[config.mk]
export PLATFORM = sky130hd
export DESIGN_NAME = dac_start_host
export DESIGN_NICKNAME = d
export VERILOG_FILES = /design/src/hw/dac_host_pkg.sv /design/src/hw/dac_start_host.sv
export SDC_FILE = /design/constraint.sdc
export NUM_CORES = 1
export LEC_CHECK = 0
export ABC_AREA = 1
export BUFFER_PORTS_ARGS = -buffer_cell sky130_fd_sc_hd__clkbuf_2
export CAP_MARGIN = 0
export CORE_MARGIN = 2
export CORE_UTILIZATION = 36
export DETAILED_ROUTE_END_ITERATION = 6
export HOLD_SLACK_MARGIN = 0.02
export PLACE_DENSITY = 0.54
export RECOVER_POWER = 25
export SKIP_LAST_GASP = 1
export SLEW_MARGIN = 20
export SYNTH_ARGS = -nofsm -noshare
export SYNTH_HDL_FRONTEND = slang
export SYNTH_SLANG_ARGS = --single-unit
export TNS_END_PERCENT = 100
[constraint.sdc]
create_clock -name clk -period 15.3 [get_ports clk]
set_input_delay 2.295 -clock clk [delete_from_list [all_inputs] [get_ports clk]]
set_output_delay 2.295 -clock clk [all_outputs]
set_load 0.02 [all_outputs]
[src/hw/dac_host_pkg.sv]
// constants, types and the start-up table layout for the dac start-up host
// assumes a 250 MHz system clock and a 3-wire serial port on the converter
package dac_host_pkg;

    // ------------------------------------------------------------------
    // timing
    // ------------------------------------------------------------------
    localparam int CLK_NS        = 4;     // system clock period
    localparam int SCLK_HALF_NS  = 20;    // least half period of serial clk
    localparam int SCLK_HALF_CYC = (SCLK_HALF_NS + CLK_NS - 1) / CLK_NS;
    localparam logic [3:0] DIV_RELOAD = 4'(SCLK_HALF_CYC - 1);

    // ------------------------------------------------------------------
    // serial frame: {rw, 7'h0, addr[7:0]} then one data byte, msb first
    // ------------------------------------------------------------------
    localparam int         FRAME_BITS = 24;
    localparam int         INSTR_BITS = 16;
    localparam logic [4:0] LAST_BIT   = 5'(FRAME_BITS - 1);
    localparam logic [4:0] INSTR_LAST = 5'(INSTR_BITS - 1);
    localparam int         DONE_BIT   = 1;   // completion bit of polled regs

    // ------------------------------------------------------------------
    // converter register addresses and values
    // ------------------------------------------------------------------
    localparam logic [7:0] DEV_COMMON    = 8'h00;
    localparam logic [7:0] DEV_PWR_DOWN  = 8'h01;
    localparam logic [7:0] DEV_START_A   = 8'h20;
    localparam logic [7:0] DEV_START_B   = 8'h79;
    localparam logic [7:0] DEV_START_C   = 8'h80;
    localparam logic [7:0] DEV_START_D   = 8'he1;
    localparam logic [7:0] DEV_PLL_CTRL  = 8'h12;
    localparam logic [7:0] DEV_PLL_LOOP  = 8'h14;
    localparam logic [7:0] DEV_PLL_DIV   = 8'h15;
    localparam logic [7:0] DEV_FIFO_STAT = 8'h24;
    localparam logic [7:0] DEV_FIFO_CTRL = 8'h25;
    localparam logic [7:0] DEV_DATAPATH  = 8'h27;
    localparam logic [7:0] DEV_INTERP    = 8'h28;
    localparam logic [7:0] DEV_NCO_UPD   = 8'h30;
    localparam logic [7:0] DEV_TUNE0     = 8'h31;
    localparam logic [7:0] DEV_TUNE1     = 8'h32;
    localparam logic [7:0] DEV_TUNE2     = 8'h33;
    localparam logic [7:0] DEV_TUNE3     = 8'h34;
    localparam logic [7:0] DEV_DLY       = 8'h5e;
    localparam logic [7:0] DEV_DLY_CTRL  = 8'h5f;

    localparam logic [7:0] VAL_SOFT_RST  = 8'h20;
    localparam logic [7:0] VAL_START_A   = 8'h01;
    localparam logic [7:0] VAL_START_B   = 8'h18;
    localparam logic [7:0] VAL_START_C   = 8'had;
    localparam logic [7:0] VAL_START_D   = 8'h1a;
    localparam logic [7:0] VAL_LOOP      = 8'he3;
    localparam logic [7:0] VAL_PLL_MAN   = 8'hc0;
    localparam logic [7:0] VAL_PLL_AUTO  = 8'h80;
    localparam logic [7:0] VAL_DLY_EN    = 8'h08;
    localparam logic [7:0] VAL_FIFO_RST  = 8'h01;
    localparam logic [7:0] VAL_NCO_EN    = 8'h40;
    localparam logic [7:0] VAL_NCO_SINC  = 8'hc0;
    localparam logic [7:0] VAL_NCO_UPD   = 8'h01;
    localparam logic [7:0] VAL_PWR_UP    = 8'h00;
    localparam logic [7:0] FIFO_OK0      = 8'h37;
    localparam logic [7:0] FIFO_OK1      = 8'h40;
    localparam logic [7:0] FIFO_OK2      = 8'h41;

    localparam logic [4:0] STEP_FIFO_CHK = 5'd14;
    localparam logic [4:0] STEP_LAST     = 5'd23;

    // ------------------------------------------------------------------
    // host register map (apb byte offsets) and reset values
    // ------------------------------------------------------------------
    localparam logic [7:0]  OFS_CTRL     = 8'h00;
    localparam logic [7:0]  OFS_STATUS   = 8'h04;
    localparam logic [7:0]  OFS_TUNE     = 8'h08;
    localparam logic [7:0]  OFS_SETUP    = 8'h0c;
    localparam logic [7:0]  OFS_DIRECT   = 8'h10;
    localparam logic [31:0] RST_TUNE     = 32'h38000000;
    localparam logic [23:0] RST_SETUP    = 24'h0300c2; // interp,dly,div

    // ------------------------------------------------------------------
    // types
    // ------------------------------------------------------------------
    typedef enum logic [1:0] {
        ST_IDLE  = 2'b00,
        ST_FETCH = 2'b01,
        ST_SHIFT = 2'b10,
        ST_EVAL  = 2'b11
    } state_e;

    typedef enum logic [1:0] {
        OP_WR    = 2'b00,
        OP_POLL  = 2'b01,
        OP_CHECK = 2'b10,
        OP_RD    = 2'b11
    } op_e;

    typedef struct packed {
        op_e        op;
        logic [7:0] addr;
        logic [7:0] data;
    } step_s;

    typedef struct packed {
        logic [7:0]  paddr;
        logic        psel;
        logic        penable;
        logic        pwrite;
        logic [31:0] pwdata;
    } apb_req_s;

    typedef struct packed {
        logic [31:0] prdata;
        logic        pready;
        logic        pslverr;
    } apb_rsp_s;

    typedef struct packed {
        logic sclk;
        logic csN;
        logic sdo;
        logic oe;
    } spi_pins_s;

endpackage

[src/hw/dac_start_host.sv]
// host that brings a dual high-speed converter up over its 3-wire port
// assumes sdioIn synchronous to clk; software drives it over apb
`timescale 1ns/1ps
module dac_start_host
    import dac_host_pkg::*;
#(
    parameter logic [15:0] POLL_MAX = 16'd256  // read attempts per poll
) (
    input  wire logic      clk,
    input  wire logic      rstn,
    input  wire apb_req_s  apbReq,
    output apb_rsp_s       apbRsp,
    output spi_pins_s      spiPins,
    input  wire logic      sdioIn
);

    // ------------------------------------------------------------------
    // reset release
    // ------------------------------------------------------------------
    logic [1:0] rstPipe;   // two-stage release of async reset
    logic       rstnSync;  // released reset for the rest of the block

    // async assert, sync release
    always_ff @(posedge clk or negedge rstn) begin
        if (!rstn) begin
            rstPipe <= 2'b00;
        end else begin
            rstPipe <= {rstPipe[0], 1'b1};
        end
    end
    assign rstnSync = rstPipe[1];

    // ------------------------------------------------------------------
    // state
    // ------------------------------------------------------------------
    typedef struct packed {
        state_e      state;
        logic [4:0]  step;      // index into the start-up table
        logic        direct;    // single access, not the table
        logic [4:0]  bitCnt;    // bit of frame in flight
        logic [3:0]  divCnt;    // half-period divider
        logic [23:0] shift;     // outgoing frame
        logic        reading;   // frame is a read
        logic [7:0]  rdData;    // captured read byte
        logic [15:0] pollCnt;   // reads spent on current poll
        logic        busy;
        logic        done;
        logic        timeout;
        logic        fifoFault;
        logic [31:0] tune;      // tuning word to load
        logic [23:0] setup;     // interp, delay, divider values
        logic [15:0] dirReg;    // direct data, direct address
        apb_rsp_s    rsp;
        spi_pins_s   pins;
    } state_s;

    state_s s;  // registered state
    state_s n;  // next state
    step_s  cur; // step being issued

    // ------------------------------------------------------------------
    // start-up table
    // ------------------------------------------------------------------
    // fixed order; only the values software may tune come from registers
    function automatic step_s stepAt(input logic [4:0]  idx,
                                     input logic [31:0] tw,
                                     input logic [23:0] su);
        case (idx)
            5'd0:  stepAt = '{OP_WR, DEV_COMMON, VAL_SOFT_RST};
            5'd1:  stepAt = '{OP_WR, DEV_START_A, VAL_START_A};
            5'd2:  stepAt = '{OP_WR, DEV_START_B, VAL_START_B};
            5'd3:  stepAt = '{OP_WR, DEV_START_C, VAL_START_C};
            5'd4:  stepAt = '{OP_WR, DEV_START_D, VAL_START_D};
            5'd5:  stepAt = '{OP_WR, DEV_PLL_LOOP, VAL_LOOP};
            5'd6:  stepAt = '{OP_WR, DEV_PLL_DIV, su[7:0]};
            5'd7:  stepAt = '{OP_WR, DEV_PLL_CTRL, VAL_PLL_MAN};
            5'd8:  stepAt = '{OP_WR, DEV_PLL_CTRL, VAL_PLL_AUTO};
            5'd9:  stepAt = '{OP_WR, DEV_DLY, su[15:8]};
            5'd10: stepAt = '{OP_WR, DEV_DLY_CTRL, VAL_DLY_EN};
            5'd11: stepAt = '{OP_WR, DEV_INTERP, su[23:16]};
            5'd12: stepAt = '{OP_WR, DEV_FIFO_CTRL, VAL_FIFO_RST};
            5'd13: stepAt = '{OP_POLL, DEV_FIFO_CTRL, 8'h00};
            5'd14: stepAt = '{OP_CHECK, DEV_FIFO_STAT, 8'h00};
            5'd15: stepAt = '{OP_WR, DEV_DATAPATH, VAL_NCO_EN};
            5'd16: stepAt = '{OP_WR, DEV_TUNE0, tw[7:0]};
            5'd17: stepAt = '{OP_WR, DEV_TUNE1, tw[15:8]};
            5'd18: stepAt = '{OP_WR, DEV_TUNE2, tw[23:16]};
            5'd19: stepAt = '{OP_WR, DEV_TUNE3, tw[31:24]};
            5'd20: stepAt = '{OP_WR, DEV_NCO_UPD, VAL_NCO_UPD};
            5'd21: stepAt = '{OP_POLL, DEV_NCO_UPD, 8'h00};
            5'd22: stepAt = '{OP_WR, DEV_DATAPATH, VAL_NCO_SINC};
            default: stepAt = '{OP_WR, DEV_PWR_DOWN, VAL_PWR_UP};
        endcase
    endfunction

    // apb address decode, used for the error answer and for writes
    function automatic logic mapped(input logic [7:0] a);
        mapped = (a == OFS_CTRL) || (a == OFS_STATUS) || (a == OFS_TUNE) ||
                 (a == OFS_SETUP) || (a == OFS_DIRECT);
    endfunction

    // ------------------------------------------------------------------
    // next-state logic
    // ------------------------------------------------------------------
    always_comb begin
        n = s;
        // direct access overrides the table entry
        if (s.direct) begin
            cur = '{(s.reading ? OP_RD : OP_WR), s.dirReg[7:0],
                    s.dirReg[15:8]};
        end else begin
            cur = stepAt(s.step, s.tune, s.setup);
        end

        // apb slave: answer registered in setup, so one access cycle
        n.rsp.pready  = 1'b0;
        n.rsp.pslverr = 1'b0;
        if (apbReq.psel && !apbReq.penable) begin
            n.rsp.pready  = 1'b1;
            n.rsp.pslverr = !mapped(apbReq.paddr);
            n.rsp.prdata  = 32'h0;
            if (!apbReq.pwrite) begin
                case (apbReq.paddr)
                    OFS_STATUS: n.rsp.prdata = {8'h00, s.rdData, 3'b000,
                        s.step, 4'h0, s.fifoFault, s.timeout, s.done,
                        s.busy};
                    OFS_TUNE:   n.rsp.prdata = s.tune;
                    OFS_SETUP:  n.rsp.prdata = {8'h00, s.setup};
                    OFS_DIRECT: n.rsp.prdata = {16'h0, s.dirReg};
                    default:    n.rsp.prdata = 32'h0;
                endcase
            end
        end
        // writes take effect at the completing edge only
        if (apbReq.psel && apbReq.penable && s.rsp.pready &&
            apbReq.pwrite && mapped(apbReq.paddr)) begin
            case (apbReq.paddr)
                OFS_TUNE:   n.tune   = apbReq.pwdata;
                OFS_SETUP:  n.setup  = apbReq.pwdata[23:0];
                OFS_DIRECT: n.dirReg = apbReq.pwdata[15:0];
                OFS_CTRL: begin
                    // commands while busy are dropped; order cannot be broken
                    if (!s.busy && (apbReq.pwdata[2:0] != 3'b000)) begin
                        n.busy      = 1'b1;
                        n.done      = 1'b0;
                        n.timeout   = 1'b0;
                        n.fifoFault = 1'b0;
                        n.step      = 5'd0;
                        n.pollCnt   = 16'd0;
                        n.direct    = !apbReq.pwdata[0];
                        // direct read picks the frame kind; bit2 beats bit1
                        n.reading   = !apbReq.pwdata[0] && apbReq.pwdata[2];
                        n.state     = ST_FETCH;
                    end
                end
                default: begin
                    // status is read only
                end
            endcase
        end

        // sequencer and serial engine
        case (s.state)
            ST_IDLE: begin
                n.pins.csN = 1'b1;
            end
            ST_FETCH: begin
                // open a frame: chip select low, first bit on the wire
                n.reading = (cur.op != OP_WR);
                n.shift   = {(cur.op != OP_WR), 7'h00, cur.addr, cur.data};
                n.pins.sdo  = (cur.op != OP_WR);
                n.pins.oe   = 1'b1;
                n.pins.csN  = 1'b0;
                n.pins.sclk = 1'b0;
                n.bitCnt  = 5'd0;
                n.divCnt  = DIV_RELOAD;
                n.state   = ST_SHIFT;
            end
            ST_SHIFT: begin
                if (s.divCnt != 4'd0) begin
                    n.divCnt = s.divCnt - 4'd1;
                end else begin
                    n.divCnt = DIV_RELOAD;
                    if (!s.pins.sclk) begin
                        // rising edge: converter samples, host samples data
                        n.pins.sclk = 1'b1;
                        if (s.reading && (s.bitCnt > INSTR_LAST)) begin
                            n.rdData = {s.rdData[6:0], sdioIn};
                        end
                    end else begin
                        n.pins.sclk = 1'b0;
                        if (s.bitCnt == LAST_BIT) begin
                            n.pins.csN = 1'b1;
                            n.pins.oe  = 1'b0;
                            n.state    = ST_EVAL;
                        end else begin
                            n.bitCnt   = s.bitCnt + 5'd1;
                            n.shift    = {s.shift[22:0], 1'b0};
                            n.pins.sdo = s.shift[22];
                            // turn the line round for the data byte of a read
                            if (s.reading && (s.bitCnt == INSTR_LAST)) begin
                                n.pins.oe = 1'b0;
                            end
                        end
                    end
                end
            end
            ST_EVAL: begin
                n.state = ST_FETCH;
                if ((cur.op == OP_POLL) && !s.rdData[DONE_BIT]) begin
                    // completion not seen yet: retry, but only so often
                    if (s.pollCnt == POLL_MAX - 16'd1) begin
                        n.timeout = 1'b1;
                        n.busy    = 1'b0;
                        n.state   = ST_IDLE;
                    end else begin
                        n.pollCnt = s.pollCnt + 16'd1;
                    end
                end else if ((cur.op == OP_CHECK) &&
                             (s.rdData != FIFO_OK0) &&
                             (s.rdData != FIFO_OK1) &&
                             (s.rdData != FIFO_OK2)) begin
                    n.fifoFault = 1'b1;
                    n.busy      = 1'b0;
                    n.state     = ST_IDLE;
                end else if (s.direct || (s.step == STEP_LAST)) begin
                    n.done  = 1'b1;
                    n.busy  = 1'b0;
                    n.state = ST_IDLE;
                end else begin
                    n.step    = s.step + 5'd1;
                    n.pollCnt = 16'd0;
                end
            end
            default: begin
                n.state = ST_IDLE;
            end
        endcase
    end

    // ------------------------------------------------------------------
    // state register
    // ------------------------------------------------------------------
    always_ff @(posedge clk or negedge rstnSync) begin
        if (!rstnSync) begin
            s       <= '0;
            s.state <= ST_IDLE;
            s.tune  <= RST_TUNE;
            s.setup <= RST_SETUP;
            s.pins.csN <= 1'b1;
        end else begin
            s <= n;
        end
    end

    assign apbRsp  = s.rsp;
    assign spiPins = s.pins;
endmodule

==> flow_metrics.tcl, run 1 <==
set metrics [dict create \
    failed_checks "max-capacitance violations, max-slew violations" \
    dieWidth_um 169 \
    multi_input_area_um2 4170 \
    setup_viol 0 \
    r2r-end "s[175]" \
    io_pins 84 \
    coreArea_um2 26900 \
    seqCellArea_um2 4540 \
    leakage_uw 0.00519 \
    tritoncts "built" \
    hold_buffers 0 \
    route.detailed.drc 0 \
    layout_min_cycle_time_ps 5280 \
    fmax_ghz 0.190 \
    fin_crit_sh 0.345 \
    diodes 0 \
    cts.sinks 181 \
    grt_overflow 0 \
    syn_area_per_cell_um2 7.68 \
    cp-start-kind "register" \
    viasPerCell 5.12 \
    dieHeight_um 169 \
    crit_fanout 69 \
    maxCapViolCount 3 \
    hpwl_um 20900 \
    cts_buffer_depth 2 \
    slew_viol_final 184 \
    port_buffers 83 \
    r2r_start "rstPipe[1]" \
    hold_depth 0 \
    tightest_slew_ps 3860 \
    ys_seq_area_frac 0.462 \
    dr.pass1.iters 5 \
    syn_inst 1280 \
    whs_endpoint "rstPipe[1]" \
    critical_path_class "register to async pin" \
    synth_top_flop_cell "dfrtp_1" \
    dieArea_um2 28700 \
    slowest_stage "clkbuf_1" \
    syn2layout_area_growth_pct 9.64 \
    wl_um 28600 \
    numCtsBuffers 17 \
    rsz0062_at_grt "no" \
    cts_setup_buffers 0 \
    skew_ps 16.2 \
    slew_headroom -1.57 \
    drt-initial-drc-count 643 \
    ys_seq_elements 181 \
    synth_top_area_frac 0.438 \
    place_congestion 1.00 \
    timing.critical_path.cells "clkbuf_1" \
    grt_pass1_vias 8048 \
    yosysWarningCount 0 \
    clkSlewWorstSetupHoldPaths_ps 70 \
    timing.critical_path.to_type "async pin" \
    synthArstFlopShare 1.00 \
    cts_resized 0 \
    grt_max_degree 70 \
    rows 60 \
    power.density_nw_per_um2 88.8 \
    cts.htree.levels 4 \
    placed_area_um2 10200 \
    reg2reg_depth 1 \
    vdd_drop_max_v 0.0000686 \
    hold_path.startpoint "rstPipe[0]" \
    vias 8476 \
    crit_buf_inv 1 \
    ys_types 45 \
    start_util 0.366 \
    hold_violations 0 \
    fin_nets 1362 \
    finalSetupTns_ps 0 \
    r2r_setup_slack_ps 10020 \
    fillers 2822 \
    yosysTopAreaCell "dfrtp_1" \
    grt_usage 0.204 \
    grt_antenna_before_repair 0 \
    insertion_delay_ps 440 \
    design_area_um2 10800 \
    cp_top_family "buffers and inverters" \
    status "complete, but fails checks" \
    drtAntennaViolNets 0 \
    cpPeakStageDelay_ps 2800 \
    hold_path.class "register to register" \
    drive_above_1_share 0.128 \
    netlist_area_um2 9840 \
    wl_per_cell_um 17.3 \
    grt_pass1_wl_um 45500 \
    cp.required_ps 14950 \
    syn-num-nets 1340 \
    arrival_ps 4930 \
    synth-edff-count 0 \
    root_buffer "clkbuf_16" \
    synthTopCellsByArea "dfrtp_1 (44%), nand2_1 (12%), o21ai_0 (6.4%), inv_1 (5.9%), nor2_1 (3.9%)" \
]
## power breakdown
| part | internal, uW | switching [uW] |
|---|---|---|
| logic | 5.63 | 16.6 |
| registers | 479 | 2.64 |
| clock network | 233 | 220 |
## how the worst max path moves through the flow
stage,from,end,slack [ps],cells after the start
finish,rstPipe[1],s[175],10020,1
CTS,apbReq[42],s[91],10310,8
global route,rstPipe[1],s[175],8940,1
floorplan,rstPipe[1],apbRsp[0],9900,0
detailed placement,apbReq[42],s[91],9860,8
global placement,apbReq[42],s[81],9990,8
## synthesized netlist by cell type, drive strengths merged (2+ instances only)
cell type,number
o221ai,4
nand4,16
nor3,16
clkbuf,29
o21ai,167
buf,57
or2,2
nor4,2
a211oi,2
inv,160
ha,14
dfstp,9
o22ai,31
xnor2,2
nand3,48
a32o,8
nor2,110
a31oi,2
a22oi,2
nand2,330
o211ai,10
xor2,6
a21oi,75
dfrtp,172
## cell usage in the layout (no fill, tap or decap), types with 2 or more instances in the layout
master,count
o22ai_1,31
clkbuf_2,82
o211ai_1,10
clkinv_8,2
inv_8,5
buf_4,3
inv_2,6
nor2_4,3
nand3_1,42
nand3_2,6
nor4_1,2
dfstp_2,9
clkbuf_16,17
nor3_1,14
a31oi_1,2
xor2_1,6
nand2_4,3
o21ai_0,124
nand2_2,10
xnor2_1,2
o21ai_2,5
a21oi_1,74
o221ai_1,4
nor2_1,102
o21ai_1,38
a211oi_1,2
clkinvlp_4,4
nand4_1,16
nor2_2,5
a32o_1,8
nand2_1,317
inv_1,154
ha_1,14
clkbuf_1,5
a22oi_1,2
dfrtp_1,172
## kinds of logic after synthesis
| kind of cell | count (synthesis) | synth area share |
|---|---|---|
| compound gates | 303 | 0.170 |
| xor+xnor | 8 | 0.00712 |
| fa+ha+maj | 14 | 0.0178 |
| buf+inv | 247 | 0.115 |
| flops | 181 | 0.462 |
| other cells | 1 | 0.000381 |
| simple gates | 526 | 0.228 |
## final cells by class
class                           instances  area share
Tap cell                              341      0.0396
Clock inverter                         14      0.0154
Timing Repair Buffer                   89      0.0415
Inverter                              161      0.0560
Multi-Input combinational cell        852       0.387
Sequential cell                       181       0.421
Clock buffer                           18      0.0398
## through the flow
| stage | std cells | hold slack, ps | util | total power, uW | setup WS [ps] |
|---|---|---|---|---|---|
| 3_3_place_gp | 1624 | 341 | 0.380 | 515 | 9990 |
| 6_report | 1656 | 359 | 0.401 | 958 | 10020 |
| 2_1_floorplan | 1280 | 331 | - | 502 | 9900 |
| 4_1_cts | 1656 | 362 | 0.402 | 968 | 10310 |
| 5_1_grt | 1656 | 364 | 0.401 | 988 | 8940 |
| 3_5_place_dp | 1624 | 344 | 0.380 | 515 | 9860 |
## routing by layer
layer | wire length [um] | part of all wire | global-route usage
met5 | 0 | 0 | 0
met4 | 331 | 0.012 | 0.0465
met3 | 1130 | 0.039 | 0.0289
met2 | 13200 | 0.46 | 0.320
met1 | 14000 | 0.49 | 0.299
## flip-flops by register name, summed over array words and instances (netlist names)
name,count
apbRsp,34
rstPipe,2
s,141
spiPins,4
No activity file was read; power rests on OpenSTA's default activity.
==> run 2, diff against run 1 <==
Settings changed: ABC_AREA 1 to 0.
Clock period 15.3 ns to 5.4 ns, I/O delays scaled along.
==> flow_metrics.tcl, run 2 <==
set metrics [dict create \
    status "complete, but fails checks" \
    failed_checks "max-capacitance violations, max-slew violations" \
    hpwl_um 19200 \
    insertion_delay_ps 450 \
    setup_viol 0 \
    cp.required_ps 5720 \
    vias 7541 \
    yosysMostFrequentCell "dfrtp_1" \
    placedCellCount 1294 \
    ys_types 74 \
    cts.sinks 181 \
    netlist_area_um2 9840 \
    coreArea_um2 26900 \
    start_util 0.366 \
    crit_buf_inv 2 \
    fmax_ghz 0.311 \
    clkSlewWorstSetupHoldPaths_ps 80 \
    timing.critical_path.to_type "register" \
    wl_per_cell_um 20.8 \
    grt_pass1_vias 7350 \
    finalHoldWorstSlack_ps 139 \
    timing.critical_path.cells "clkbuf_2 -> or4_4 -> nor2_4 -> and3_1 -> and2_1 -> buf_4 -> mux2_2" \
    cts_resized 0 \
    root_buffer "clkbuf_16" \
    dieHeight_um 169 \
    arrival_ps 3530 \
    syn_area_per_cell_um2 10.2 \
    skew_ps 22.9 \
    fin_crit_sh 0.595 \
    wl_um 27600 \
    slew_headroom -0.268 \
    design_area_um2 10800 \
    cpPeakStageDelay_ps 650 \
    slowest_stage "and3_1" \
    rsz0062_at_grt "no" \
    cts_buffer_depth 2 \
    grt_overflow 0 \
    hold_violations 0 \
    layout_min_cycle_time_ps 3210 \
    drt-initial-drc-count 652 \
    synth_top_flop_cell "dfrtp_1" \
    vdd_drop_max_v 0.000184 \
    drtAntennaViolNets 0 \
    synthTopCellsByArea "dfrtp_1 (44%), mux2_2 (6.4%), mux2_4 (4.6%), nand2_1 (3.9%), o21ai_0 (3.9%)" \
    syn-num-nets 1022 \
    syn_inst 962 \
    port_buffers 83 \
    final_cell_mix "dfrtp_1 (170), nand2_1 (103), clkbuf_2 (82)" \
    cts_setup_buffers 0 \
    placed_area_um2 10200 \
    synth-edff-count 0 \
    syn2layout_area_growth_pct 9.56 \
    grt_pass1_wl_um 44100 \
    tritoncts "built" \
    yosysWarningCount 0 \
    synthArstFlopShare 1.00 \
    grt_antenna_before_repair 0 \
    final_cells 1326 \
    largest-register "s" \
    maxCapViolCount 1 \
    place_congestion 0.886 \
    hold_path.class "primary input to async pin" \
    crit_fanout 17 \
    io_pins 84 \
    drive_above_1_share 0.238 \
    dieWidth_um 169 \
    fin_nets 1032 \
    dr.pass1.iters 7 \
    yosysTopAreaCell "dfrtp_1" \
    tightest_slew_ps 1900 \
    critical_path_class "primary input to register" \
    final_common_cell "dfrtp_1" \
    largest_reg_flops 141 \
    viasPerCell 5.69 \
    ys_seq_elements 181 \
    grt_usage 0.198 \
    hold_buffers 0 \
    rows 60 \
    cts.htree.levels 4 \
    numCtsBuffers 17 \
    leakage_uw 0.00493 \
    finalSetupTns_ps 0 \
    cp-start-kind "primary input" \
    route.detailed.drc 0 \
    grt_max_degree 180 \
    diodes 0 \
    ys_seq_area_frac 0.461 \
    synth_top_area_frac 0.437 \
    synth_common_cells "dfrtp_1 (172), nand2_1 (103), o21ai_0 (77), mux2_2 (56), clkbuf_1 (44)" \
    cp_top_family "simple AND/OR/NAND/NOR gates" \
    dieArea_um2 28700 \
    power.density_nw_per_um2 249 \
    slew_viol_final 44 \
]
run 2: path summary, 6_finish.rpt:
kind | to | cells past startpoint | startpoint | slack, ps
min in group clk | rstPipe[1] | 0 | rstPipe[0] | 360
setup / recovery | s[58] | 7 | apbReq[39] | 2190
max in group asynchronous | s[175] | 1 | rstPipe[1] | 3960
hold reg to reg | s[121] | 1 | rstPipe[1] | 360
setup reg to reg | s[147] | 7 | s[178] | 2260
hold / removal | rstPipe[1] | 1 | rstn | 140
run 2: metrics by stage:
step	utilization	power (uW)	setup WS, ps
floorplan	-	1430	2420
global placement	0.379	1470	1870
detailed placement	0.379	1470	1790
CTS	0.401	2710	2220
global route	0.401	2780	1860
finish	0.401	2690	2190
run 2: logic make-up (layout without fill, tap and decap cells):
logic type	after synthesis	in the layout	share of synthesized area
DFF	181	181	0.461
xor gates and xnor gates	9	9	0.00801
adders and majority gates	15	15	0.0188
muxes	95	95	0.119
buffers and inverters	126	149	0.0684
other	1	1	0.000381
AOI/OAI and AO/OA	254	254	0.174
and+or+nand+nor	281	281	0.150
run 2: routing by layer:
metal | part of all wire | GRT usage
met5 | 0 | 0
met4 | 0.018 | 0.0539
met3 | 0.053 | 0.0350
met2 | 0.45 | 0.303
met1 | 0.48 | 0.288
run 2: where the power goes:
group | total (uW) | switching (uW) | internal, uW
Combinational | 79.9 | 57.1 | 22.7
Sequential | 1360 | 4.48 | 1360
Clock | 1240 | 621 | 621
Total | 2690 | 682 | 2000
run 2: cell type report:
cell class	count	area, um2
Clock buffer	18	429
Multi-Input combinational cell	655	4630
Sequential cell	181	4550
Clock inverter	14	160
Tap cell	341	427
Inverter	24	90.1
Timing Repair Buffer	93	498
Fill cell	2676	16100
